## src/include/uart_fcr_lcr_consts.svh

```systemverilog
// Purpose: Offsets, fields, codes and reset values
// Assumes: 32-bit byte addresses on the register port
// Notes:   Definitions only
`ifndef UART_FCR_LCR_CONSTS_SVH
`define UART_FCR_LCR_CONSTS_SVH
// Register byte addresses
`define OFS_IDENT_FIFO   32'h5000_1008
`define OFS_LINE_FORMAT  32'h5000_100c
// FIFO control write fields
`define FC_EN            0
`define FC_RX_CLR        1
`define FC_TX_CLR        2
`define FC_DMA           3
`define FC_TX_TRIG       5:4
`define FC_RX_TRIG       7:6
// Line format fields
`define LF_LEN           1:0
`define LF_STOP          2
`define LF_PAR_EN        3
`define LF_EVEN          4
`define LF_BREAK         6
`define LF_DLA           7
// Pending interrupt codes
`define PEND_MODEM       4'h0
`define PEND_NONE        4'h1
`define PEND_TX_EMPTY    4'h2
`define PEND_RX_DATA     4'h4
`define PEND_LINE        4'h6
`define PEND_BUSY        4'h7
`define PEND_TIMEOUT     4'hc
// FIFOs enabled status
`define FIFOS_ON         2'h3
`define FIFOS_OFF        2'h0
// Reset values
`define RST_FIFO_CTRL    8'h00
`define RST_LINE_FORMAT  8'h00
`define RST_RDATA        32'h0000_0000
`endif

```

## src/include/uart_fcr_lcr_pkg.sv

```systemverilog
// Purpose: State type of the FIFO and line control block
// Assumes: Nothing
// Notes:   Constants live in the consts header
package uart_fcr_lcr_pkg;
  // All flops of the block
  typedef struct packed {
    logic        fifo_en;
    logic [1:0]  rx_trig;
    logic [1:0]  tx_trig;
    logic        dma_mode;
    logic        dl_access;
    logic        brk;
    logic        even_par;
    logic        par_en;
    logic        two_stop;
    logic [1:0]  data_len;
    logic [31:0] rdata;
    logic        tx_clr;
    logic        rx_clr;
    logic        tx_empty_ack;
    logic        rts_n;
    logic        dma_tx_n;
    logic        dma_rx_n;
    logic        sout;
    logic        sir_out_n;
    logic        rx_loop;
  } fcr_lcr_state_t;
endpackage

```

## src/uart_fcr_lcr.sv

```systemverilog
// Purpose: FIFO control, interrupt ident and line format
// Assumes: Sibling blocks own FIFOs, divisor, IER, MODEM_CONTROL_REG
// Notes:   Register read data one cycle after strobe
//
// The address-and-strobe port is this design's own decision.
`include "uart_fcr_lcr_consts.svh"
`timescale 1ns/1ps
`default_nettype none

// What this block does
// RULE1 - One address: read ident, write FIFO control
// RULE2 - FIFOs status reads 00 off, 11 on
// RULE3 - Codes: modem 0000, tx 0010, rx 0100
// RULE4 - None 0001, line 0110, busy 0111, timeout 1100
// RULE5 - Rx trigger: 1, quarter, half, two below full
// RULE6 - Auto flow drops request-to-send at or above rx trigger
// RULE7 - Rx DMA request uses rx trigger
// RULE8 - Tx empty trigger: empty, 2, quarter, half
// RULE9 - Tx DMA request uses tx empty trigger
// RULE10 - DMA mode bit selects mode 0/1
// RULE11 - Tx FIFO reset bit pulses, self-clears
// RULE12 - Rx FIFO reset bit pulses, self-clears
// RULE13 - Bit zero enables both FIFOs
// RULE14 - Divisor access bit redirects shared addresses
// RULE15 - Software clears divisor access after setup
// RULE16 - Break holds serial output low
// RULE17 - Break in infrared mode pulses output
// RULE18 - Loopback break feeds receiver, infrared low
// RULE19 - Parity select one even, zero odd
// RULE20 - Parity enable turns generation and check on
// RULE21 - Stop bits: 1, or 1.5/2 by length
// RULE22 - Receiver checks only first stop bit
// RULE23 - Length field: 5, 6, 7, 8 bits
// RULE24 - Rx enable also gates timeout in FIFO mode
module uart_fcr_lcr #(
  parameter int FIFO_DEPTH = 16,
  parameter int CNT_W      = $clog2(FIFO_DEPTH) + 1
) (
  // Clock, reset, enable
  input  wire logic             i_sys_clk,
  input  wire logic             i_reset,
  input  wire logic             i_clk_en,
  // Register port
  input  wire logic [31:0]      i_addr,
  input  wire logic [31:0]      i_wdata,
  input  wire logic             i_wr,
  input  wire logic             i_rd,
  output logic      [31:0]      o_rdata,
  // FIFO fill levels
  input  wire logic [CNT_W-1:0] i_rx_count,
  input  wire logic [CNT_W-1:0] i_tx_count,
  // Interrupt sources
  input  wire logic             i_line_event,
  input  wire logic             i_rx_data_ready,
  input  wire logic             i_char_timeout,
  input  wire logic             i_tx_holding_empty,
  input  wire logic             i_modem_event,
  input  wire logic             i_busy_detect,
  // Interrupt enables
  input  wire logic             i_line_intr_enable,
  input  wire logic             i_rx_data_intr_enable,
  input  wire logic             i_tx_empty_intr_enable,
  input  wire logic             i_modem_intr_enable,
  input  wire logic             i_prog_tx_empty_mode,
  // Modem control
  input  wire logic             i_loopback,
  input  wire logic             i_sir_enable,
  input  wire logic             i_auto_flow_enable,
  input  wire logic             i_rts_request,
  // Serial sources
  input  wire logic             i_tx_serial,
  input  wire logic             i_sir_tx_n,
  input  wire logic             i_sir_pulse_n,
  // Serial pins and loop
  output logic                  o_sout,
  output logic                  o_sir_out_n,
  output logic                  o_rx_loop_data,
  output logic                  o_rts_n,
  // DMA requests
  output logic                  o_dma_tx_req_n,
  output logic                  o_dma_rx_req_n,
  // FIFO control
  output logic                  o_fifo_enable,
  output logic                  o_tx_fifo_clear,
  output logic                  o_rx_fifo_clear,
  output logic                  o_tx_empty_ack,
  // Character format
  output logic                  o_divisor_latch_access,
  output logic      [1:0]       o_data_length_select,
  output logic                  o_two_stop,
  output logic                  o_parity_enable,
  output logic                  o_even_parity_select,
  output logic                  o_break_control,
  output logic                  o_intr_pending
);

  // ************************************************
  // Trigger levels
  // ************************************************

  localparam logic [CNT_W-1:0] LVL_ONE     = CNT_W'(1);
  localparam logic [CNT_W-1:0] LVL_TWO     = CNT_W'(2);
  localparam logic [CNT_W-1:0] LVL_QUARTER = CNT_W'(FIFO_DEPTH / 4);
  localparam logic [CNT_W-1:0] LVL_HALF    = CNT_W'(FIFO_DEPTH / 2);
  localparam logic [CNT_W-1:0] LVL_NEAR    = CNT_W'(FIFO_DEPTH - 2);
  localparam logic [CNT_W-1:0] LVL_EMPTY   = CNT_W'(0);

  uart_fcr_lcr_pkg::fcr_lcr_state_t st;
  uart_fcr_lcr_pkg::fcr_lcr_state_t next_st;

  logic [CNT_W-1:0] rx_level;
  logic [CNT_W-1:0] tx_level;
  logic             rx_hit;
  logic             tx_low;
  logic             rx_avail;
  logic             rx_src;
  logic             tmo_src;
  logic             tx_src;
  logic             line_src;
  logic             modem_src;
  logic [3:0]       pend_code;
  logic [31:0]      ident_word;
  logic [31:0]      format_word;
  logic             hit_fifo;
  logic             hit_format;
  logic             afc_active;

  // RULE5 rx trigger select
  always_comb begin
    case (st.rx_trig)
      2'h0:    rx_level = LVL_ONE;
      2'h1:    rx_level = LVL_QUARTER;
      2'h2:    rx_level = LVL_HALF;
      default: rx_level = LVL_NEAR;
    endcase
  end

  // RULE8 tx empty trigger select
  always_comb begin
    case (st.tx_trig)
      2'h0:    tx_level = LVL_EMPTY;
      2'h1:    tx_level = LVL_TWO;
      2'h2:    tx_level = LVL_QUARTER;
      default: tx_level = LVL_HALF;
    endcase
  end

  // Fill comparisons
  assign rx_hit = (i_rx_count >= rx_level);
  assign tx_low = (i_tx_count <= tx_level);

  // ************************************************
  // Interrupt identification
  // ************************************************

  // Without FIFOs a single held character counts
  assign rx_avail = st.fifo_en ? rx_hit : i_rx_data_ready;

  // Gated interrupt sources
  assign line_src  = i_line_event & i_line_intr_enable;
  // RULE24 rx enable gates timeout
  assign rx_src    = rx_avail & i_rx_data_intr_enable;
  assign tmo_src   = i_char_timeout & st.fifo_en
                   & i_rx_data_intr_enable;
  assign modem_src = i_modem_event & i_modem_intr_enable;

  // RULE8 threshold only in programmable mode
  always_comb begin
    if (i_prog_tx_empty_mode && st.fifo_en) begin
      tx_src = tx_low & i_tx_empty_intr_enable;
    end else begin
      tx_src = i_tx_holding_empty & i_tx_empty_intr_enable;
    end
  end

  // RULE3 highest priority wins
  // RULE4 remaining codes
  always_comb begin
    if (line_src) begin
      pend_code = `PEND_LINE;
    end else if (rx_src) begin
      pend_code = `PEND_RX_DATA;
    end else if (tmo_src) begin
      pend_code = `PEND_TIMEOUT;
    end else if (tx_src) begin
      pend_code = `PEND_TX_EMPTY;
    end else if (modem_src) begin
      pend_code = `PEND_MODEM;
    end else if (i_busy_detect) begin
      pend_code = `PEND_BUSY;
    end else begin
      pend_code = `PEND_NONE;
    end
  end

  // RULE2 status field from enable
  always_comb begin
    ident_word      = 32'h0000_0000;
    ident_word[3:0] = pend_code;
    ident_word[7:6] = st.fifo_en ? `FIFOS_ON : `FIFOS_OFF;
  end

  // Reserved bit 5 and upper bits read as zero
  always_comb begin
    format_word                = 32'h0000_0000;
    format_word[`LF_LEN]       = st.data_len;
    format_word[`LF_STOP]      = st.two_stop;
    format_word[`LF_PAR_EN]    = st.par_en;
    format_word[`LF_EVEN]      = st.even_par;
    format_word[`LF_BREAK]     = st.brk;
    format_word[`LF_DLA]       = st.dl_access;
  end

  // ************************************************
  // Address decode
  // ************************************************

  // RULE1 shared read and write address
  assign hit_fifo   = (i_addr == `OFS_IDENT_FIFO);
  assign hit_format = (i_addr == `OFS_LINE_FORMAT);

  // RULE6 flow gate needs FIFOs on
  assign afc_active = i_auto_flow_enable & st.fifo_en;

  // ************************************************
  // Next state
  // ************************************************

  always_comb begin
    next_st = st;
    // Pulses last one cycle
    next_st.tx_clr       = 1'b0;
    next_st.rx_clr       = 1'b0;
    next_st.tx_empty_ack = 1'b0;

    // RULE1 write side is FIFO control
    if (i_wr && hit_fifo) begin
      // RULE13 one bit for both FIFOs
      next_st.fifo_en  = i_wdata[`FC_EN];
      next_st.rx_trig  = i_wdata[`FC_RX_TRIG];
      next_st.tx_trig  = i_wdata[`FC_TX_TRIG];
      // RULE10 DMA mode store
      next_st.dma_mode = i_wdata[`FC_DMA];
      // RULE11 tx clear pulse, never stored
      // Toggling the enable also flushes stale data
      next_st.tx_clr   = i_wdata[`FC_TX_CLR]
                       | (i_wdata[`FC_EN] ^ st.fifo_en);
      // RULE12 rx clear pulse, never stored
      next_st.rx_clr   = i_wdata[`FC_RX_CLR]
                       | (i_wdata[`FC_EN] ^ st.fifo_en);
    end else if (i_wr && hit_format) begin
      // RULE14 divisor access flag
      // RULE15 software clears it afterwards
      next_st.dl_access = i_wdata[`LF_DLA];
      // RULE16 break flag
      next_st.brk       = i_wdata[`LF_BREAK];
      // RULE19 even or odd select
      next_st.even_par  = i_wdata[`LF_EVEN];
      // RULE20 parity on or off
      next_st.par_en    = i_wdata[`LF_PAR_EN];
      // RULE21 stop bit count
      next_st.two_stop  = i_wdata[`LF_STOP];
      // RULE23 character length
      next_st.data_len  = i_wdata[`LF_LEN];
    end

    // Read data valid only the cycle after
    next_st.rdata = `RST_RDATA;
    if (i_rd) begin
      if (hit_fifo) begin
        // RULE1 read side is identification
        next_st.rdata = ident_word;
        // Reading the ident retires a tx-empty cause
        next_st.tx_empty_ack = (pend_code == `PEND_TX_EMPTY);
      end else if (hit_format) begin
        next_st.rdata = format_word;
      end else begin
        next_st.rdata = `RST_RDATA;
      end
    end

    // RULE6 flow gate on request-to-send
    // Loopback parks the pin inactive
    if (i_loopback) begin
      next_st.rts_n = 1'b1;
    end else begin
      next_st.rts_n = ~(i_rts_request & ~(afc_active & rx_hit));
    end

    // RULE7 rx request from rx trigger
    // RULE10 mode 0 one char, mode 1 trigger
    if (!st.fifo_en) begin
      next_st.dma_rx_n = ~i_rx_data_ready;
    end else if (st.dma_mode) begin
      next_st.dma_rx_n = ~(rx_hit | i_char_timeout);
    end else begin
      next_st.dma_rx_n = ~(i_rx_count != LVL_EMPTY);
    end

    // RULE9 tx request from tx trigger
    // RULE10 mode 0 empty, mode 1 threshold
    if (!st.fifo_en) begin
      next_st.dma_tx_n = ~i_tx_holding_empty;
    end else if (st.dma_mode) begin
      next_st.dma_tx_n = ~tx_low;
    end else begin
      next_st.dma_tx_n = ~(i_tx_count == LVL_EMPTY);
    end

    // RULE16 break forces spacing
    // Loopback keeps the line marking
    if (i_loopback) begin
      next_st.sout = 1'b1;
    end else if (st.brk) begin
      next_st.sout = 1'b0;
    end else begin
      next_st.sout = i_tx_serial;
    end

    // RULE18 loopback infrared held low
    // RULE17 break pulses infrared
    if (i_loopback) begin
      next_st.sir_out_n = 1'b0;
    end else if (st.brk && i_sir_enable) begin
      next_st.sir_out_n = i_sir_pulse_n;
    end else begin
      next_st.sir_out_n = i_sir_tx_n;
    end

    // RULE18 break looped to receiver
    if (st.brk) begin
      next_st.rx_loop = 1'b0;
    end else begin
      next_st.rx_loop = i_tx_serial;
    end
  end

  // ************************************************
  // State register
  // ************************************************

  // Clock enable low freezes everything
  always_ff @(posedge i_sys_clk or posedge i_reset) begin
    if (i_reset) begin
      st.fifo_en      <= 1'(`RST_FIFO_CTRL >> `FC_EN);
      st.rx_trig      <= 2'h0;
      st.tx_trig      <= 2'h0;
      st.dma_mode     <= 1'b0;
      st.dl_access    <= 1'b0;
      st.brk          <= 1'b0;
      st.even_par     <= 1'b0;
      st.par_en       <= 1'b0;
      st.two_stop     <= 1'b0;
      st.data_len     <= 2'h0;
      st.rdata        <= `RST_RDATA;
      st.tx_clr       <= 1'b0;
      st.rx_clr       <= 1'b0;
      st.tx_empty_ack <= 1'b0;
      st.rts_n        <= 1'b1;
      st.dma_tx_n     <= 1'b1;
      st.dma_rx_n     <= 1'b1;
      st.sout         <= 1'b1;
      st.sir_out_n    <= 1'b0;
      st.rx_loop      <= 1'b1;
    end else if (i_clk_en) begin
      st <= next_st;
    end
  end

  // ************************************************
  // Outputs
  // ************************************************

  // Data outputs straight from flops
  assign o_rdata                = st.rdata;
  assign o_sout                 = st.sout;
  assign o_sir_out_n            = st.sir_out_n;
  assign o_rx_loop_data         = st.rx_loop;
  assign o_rts_n                = st.rts_n;
  assign o_dma_tx_req_n         = st.dma_tx_n;
  assign o_dma_rx_req_n         = st.dma_rx_n;
  assign o_fifo_enable          = st.fifo_en;
  assign o_tx_fifo_clear        = st.tx_clr;
  assign o_rx_fifo_clear        = st.rx_clr;
  assign o_tx_empty_ack         = st.tx_empty_ack;
  // RULE14 siblings redirect shared addresses
  assign o_divisor_latch_access = st.dl_access;
  // RULE22 receiver checks first stop only
  assign o_two_stop             = st.two_stop;
  assign o_data_length_select   = st.data_len;
  assign o_parity_enable        = st.par_en;
  assign o_even_parity_select   = st.even_par;
  assign o_break_control        = st.brk;
  // Any cause other than none is pending
  assign o_intr_pending         = (pend_code != `PEND_NONE);

endmodule
`default_nettype wire

```

## config.mk

```make
export PLATFORM = sky130hd
export DESIGN_NAME = uart_fcr_lcr
export DESIGN_NICKNAME = d
export VERILOG_FILES = /design/src/include/uart_fcr_lcr_pkg.sv /design/src/uart_fcr_lcr.sv
export VERILOG_INCLUDE_DIRS = /design/src /design/src/include
export SDC_FILE = /design/constraint.sdc
export NUM_CORES = 1
export LEC_CHECK = 0
export BUFFER_PORTS_ARGS = -buffer_cell sky130_fd_sc_hd__buf_4
export CAP_MARGIN = 20
export CORE_MARGIN = 2
export CORE_UTILIZATION = 45
export CTS_CLUSTER_SIZE = 28
export DETAILED_ROUTE_END_ITERATION = 6
export GPL_TIMING_DRIVEN = 0
export PLACE_DENSITY = 0.87
export SETUP_SLACK_MARGIN = 0.3
export SLEW_MARGIN = 20
export SYNTH_ARGS = -nofsm -noshare
export SYNTH_HDL_FRONTEND = slang
export SYNTH_SLANG_ARGS = --single-unit
```

## constraint.sdc

```tcl
create_clock -name i_sys_clk -period 4 [get_ports i_sys_clk]
set_input_delay 0.6 -clock i_sys_clk [delete_from_list [all_inputs] [get_ports i_sys_clk]]
set_output_delay 0.6 -clock i_sys_clk [all_outputs]
set_load 0.01 [all_outputs]
```

[After elaboration in Yosys (flattened, before gate mapping)]
Cells that the tools add are included.
Storage, ports and cells
  output and inout port bits: 50
  register bits after elaboration: 54
  word-level logic and storage cells: 89
Cells by class
  eq/ne operators: 8
  multiplexer cells: 26
  order comparisons: 2
  reductions and logical operators: 10
  bitwise operators: 23
Operator list (number)
  equality test 32 x 31 -> 1 bit (second input constant): 2
  2-to-1 mux 8 bit: 3
  one-hot mux 4 bit (3 select lines): 2
  2-to-1 mux 1 bit: 13
  2-to-1 mux 4 bit: 3
  AND 1 bit: 10
  2-to-1 mux 3 bit: 3
  inverter 1 bit: 9
  greater-or-equal comparator 5 bit: 1
  <= comparator 5 bit: 1
  logical NOT 5 bit: 1
  nonzero test 5 bit: 1
  equality test 2 x 1 -> 1 bit (second input constant): 2
  equality test 2 bit (second input constant): 2
  equality test 4 x 2 -> 1 bit (second input constant): 1
  logical AND 1 bit: 4
  logical NOT 2 bit: 2
  2-to-1 mux 2 bit: 2
  inequality test 4 x 1 -> 1 bit (second input constant): 1
  bitwise OR 1 bit: 3
  AND reduction 3 bit: 1
  AND reduction 2 bit: 1
  bitwise XOR 1 bit: 1

[Longest topological paths before layout]
  depth in word-level cells: 12
  gate-level depth with buffers: 7
  mapped depth without buffers: 7

[Worst setup path before layout]
No wires, ideal clock.
  path kind: input to output
  start point: input port i_tx_count[3]
  end point: output port o_intr_pending
  buffers on the path: 0
  cell stages on the path: 5
  arrival time: 1.819 ns
  setup slack: 1.581 ns
  cell sequence: ha_1 -> and3b_1 -> a2111oi_2 -> o311ai_2 -> nand4_1
On the way
  word-level cells in the longest chain between the ends: 8
RTL lines
  start: declaration: line uart_fcr_lcr.sv:51  | input wire logic [CNT_W-1:0] i_tx_count,
  <= comparator 5 bit: line uart_fcr_lcr.sv:150  | assign tx_low = (i_tx_count <= tx_level);
  AND 1 bit: line uart_fcr_lcr.sv:170  | tx_src = tx_low & i_tx_empty_intr_enable;
  2-to-1 mux 1 bit: line uart_fcr_lcr.sv:169  | if (i_prog_tx_empty_mode && st.fifo_en) begin
  2-to-1 mux 3 bit: line uart_fcr_lcr.sv:185  | end else if (tx_src) begin
  2-to-1 mux 4 bit: line uart_fcr_lcr.sv:183  | end else if (tmo_src) begin
  2-to-1 mux 4 bit: line uart_fcr_lcr.sv:181  | end else if (rx_src) begin
  2-to-1 mux 4 bit: line uart_fcr_lcr.sv:179  | if (line_src) begin
  inequality test 4 x 1 -> 1 bit (no line)
  end: declaration: line uart_fcr_lcr.sv:94  | output logic o_intr_pending
No other way between the ends.

[Worst setup path after layout]
  start point: register st[49] (netlist bit)
  end point: output port o_intr_pending
On the way
  word-level cells in the longest chain between the ends: 10
  elaborated cells on any way between the ends: 12
RTL lines
  start: declaration: line uart_fcr_lcr.sv:108  | uart_fcr_lcr_pkg::fcr_lcr_state_t st;
  start signal: assignment: line uart_fcr_lcr.sv:366  | st <= next_st;
  equality test 2 bit, or another cell as far along: line uart_fcr_lcr.sv:140  | case (st.tx_trig)
  one-hot mux 4 bit (3 select lines) (*): line uart_fcr_lcr.sv:140
  <= comparator 5 bit (*): line uart_fcr_lcr.sv:150
  AND 1 bit (*): line uart_fcr_lcr.sv:170
  2-to-1 mux 1 bit (*): line uart_fcr_lcr.sv:169
  2-to-1 mux 3 bit (*): line uart_fcr_lcr.sv:185
  2-to-1 mux 4 bit (*): line uart_fcr_lcr.sv:183
  2-to-1 mux 4 bit (*): line uart_fcr_lcr.sv:181
  2-to-1 mux 4 bit (*): line uart_fcr_lcr.sv:179
  inequality test 4 x 1 -> 1 bit (no line) (*)
Every way passes the cells marked *; elsewhere a longest branch is shown, timed or not.

==> impl_metrics.yaml <==
detailed_routing:
  wire_per_inst_um: 14.5
  dr.pass1.iters: 5
  routed_wl_mm: 5.45
  wl_met2_mm: 2.73
  viasPerCell: 5.07
  wl_met1_mm: 2.08
  ant_nets: 0
  highest_layer: "met4"
  met3_length_um: 561
  drt_iter0_drc: 50
  drc_errors: 0
  num_vias: 1912
yosys:
  synth_mux_area_frac: 0.0934
  synth_top_family_by_area: "simple AND/OR/NAND/NOR gates"
  ys.warnings.count: 0
  synth-adder-area-share: 0.0422
  yosysSeqAreaShare: 0.353
  ys_seq_elements: 29
  syn_avg_cell_area_sq_um: 10.5
  synth_enable_flop_cells: 0
  syn_area_sq_um: 2080
  yosysTopAreaCell: "dfrtp_1"
  yosys.area_share.simple: 0.205
  async_reset_ff_frac: 1.00
  synth_top_cells_by_area: "dfrtp_1, buf_4, dfstp_2"
  synthXorXnorAreaFrac: 0.00422
  synthFlopType: "dfrtp_1"
  synth_compound_area_frac: 0.140
  ys_types: 55
  synth.top_cell.area_share: 0.289
  synthCells: 197
floorplanning:
  core_area_sq_um: 4380
  dieHeight_um: 71.9
  num_rows: 24
  dieArea_sq_um: 5170
  fp.dieW_um: 71.9
  start_util: 0.473
  num_io_pins: 147
placement:
  placed_cell_area_sq_um: 2950
  port_buffers: 96
  place_ws_ps: 1220
  place_congestion: 0.871
  detailed_place_hpwl_mm: 4.57
pwr:
  p_leak_nw: 1.57
  total_power_w: 0.000704
  ir_drop_mv: 0.225
  power_density_nw_per_um2: 231
global_routing:
  antenna_found_initial: 0
  grt_max_degree: 30
  grt_pass1_wl_mm: 8.34
  grt_pass1_vias: 1839
  grt-ovfl-total: 0
  track_usage: 0.209
clock_network:
  path_clk_slew_ps: 70
  cts-buffers-inserted: 5
  numClockSinks: 29
  h-tree-depth: 2
  cts_tree: "built"
  postCtsHoldBufs: 0
  root_buffer: "clkbuf_8"
  clk_latency_ps: 280
  clock_path_buffers: 2
  postCtsSetupBuffers: 0
  cts-resized-gates: 0
cells_and_area:
  insertedDiodeCount: 0
  seq_area_sq_um: 732
  multi_input_area_sq_um: 1100
  layout_commonest_cell: "buf_4"
  largest_register_ffs: 7
  nets: 428
  area_growth_pct: 46.5
  final_area_sq_um: 3040
  final.fill_count: 348
  layout_common_cells: "buf_4, conb_1, dfrtp_1, nand2_1"
  drive_gt1_frac: 0.523
worst_setup_path:
  required_ps: 3400
  cp_max_fo: 5
  worst_setup_path_end_kind: "output port"
  arrival_ps: 2250
  worstSetupPathType: "reg -> out"
  worstSetupStartpointType: "register"
worst_hold_path:
  hp-class: "in -> async"
timing:
  finalSetupTns_ps: 0
  layout_worst_path_cycle_share: 0.713
  relSlewSlack: 0.604
  setup_viol: 0
  worst_pin_slew_ps: 593
  max_freq_mhz: 351
  clock_skew_ps: 8.04
  hold_viol_final: 0
  fin_ws_ps: 1150
  slew_viol_final: 0
  rsz0062_at_grt: "no"
  period_needed_ps: 2850
flow_run:
  max_cap_violations: 0
run_status:
  status: "completed"
-- layout make-up --
cell class	instances	share of cell area
timing repair buffer	96	0.237
inverter	11	0.0136
clock buffer	8	0.0296
buffer	39	0.0958
multi-input combinational	142	0.362
sequential	29	0.241
tap	52	0.0214
-- through the flow --
step,hold WS (ps),instances,utilization
floorplan,456,221,-
global route,429,377,0.694
detailed placement,476,369,0.673
global placement,473,369,0.673
CTS,494,377,0.694
finish,385,377,0.694
-- report_power, final --
part           internal, W  total, W  leakage, nW  switching [W]
logic            0.0000843  0.000152         1.14      0.0000674
registers         0.000302  0.000305        0.387     0.00000329
clock network     0.000140  0.000247       0.0455       0.000107
total             0.000526  0.000704         1.57       0.000178
-- final timing paths --
kind / startpoint / to / slack (ps) / depth (start not counted)
max: st[49] / o_intr_pending / 1150 / 7
min: i_reset / o_rdata[6] / 380 / 2
max reg2reg: st[52] / o_rdata[3] / 1800 / 7
min reg2reg: o_rdata[0] / o_rdata[0] / 490 / 1
max in group asynchronous: i_reset / st[48] / 3210 / 2
min in group i_sys_clk: o_rdata[0] / o_rdata[0] / 490 / 1
-- critical path, cell delays in order (launching register included) --
cell       delay [ps]
dfrtp_1           390
nand2b_1          150
ha_1              270
and3b_1           190
a2111oi_2         440
o311ai_2          230
nand4_1           160
buf_4             130
-- synthesized netlist by cell type, drive strengths merged, types with 2 or more instances --
| cell type | number |
|---|---|
| mux2 | 14 |
| and4 | 2 |
| o21ai | 7 |
| nor4b | 3 |
| a31oi | 3 |
| a21oi | 7 |
| ha | 7 |
| dfrtp | 24 |
| nor2b | 3 |
| nor2 | 11 |
| nor4 | 7 |
| clkbuf | 3 |
| nand2b | 2 |
| nor3b | 2 |
| nand4 | 4 |
| nand2 | 15 |
| dfstp | 5 |
| o2bb2ai | 7 |
| inv | 11 |
| buf | 36 |
-- cells by family after synthesis --
group / Yosys count
buffers and inverters: 50
xor gates and xnor gates: 1
muxes: 15
and+or+nand+nor: 56
other: 1
adders and majority gates: 7
DFF: 29
AOI/OAI and AO/OA: 38
-- routing by layer --
metal,global-route usage,vias up
met5,0,-
met4,0.0671,0
met3,0.0625,10
met2,0.363,95
met1,0.249,900
li1,-,907
(Power assumes the default switching activity.)
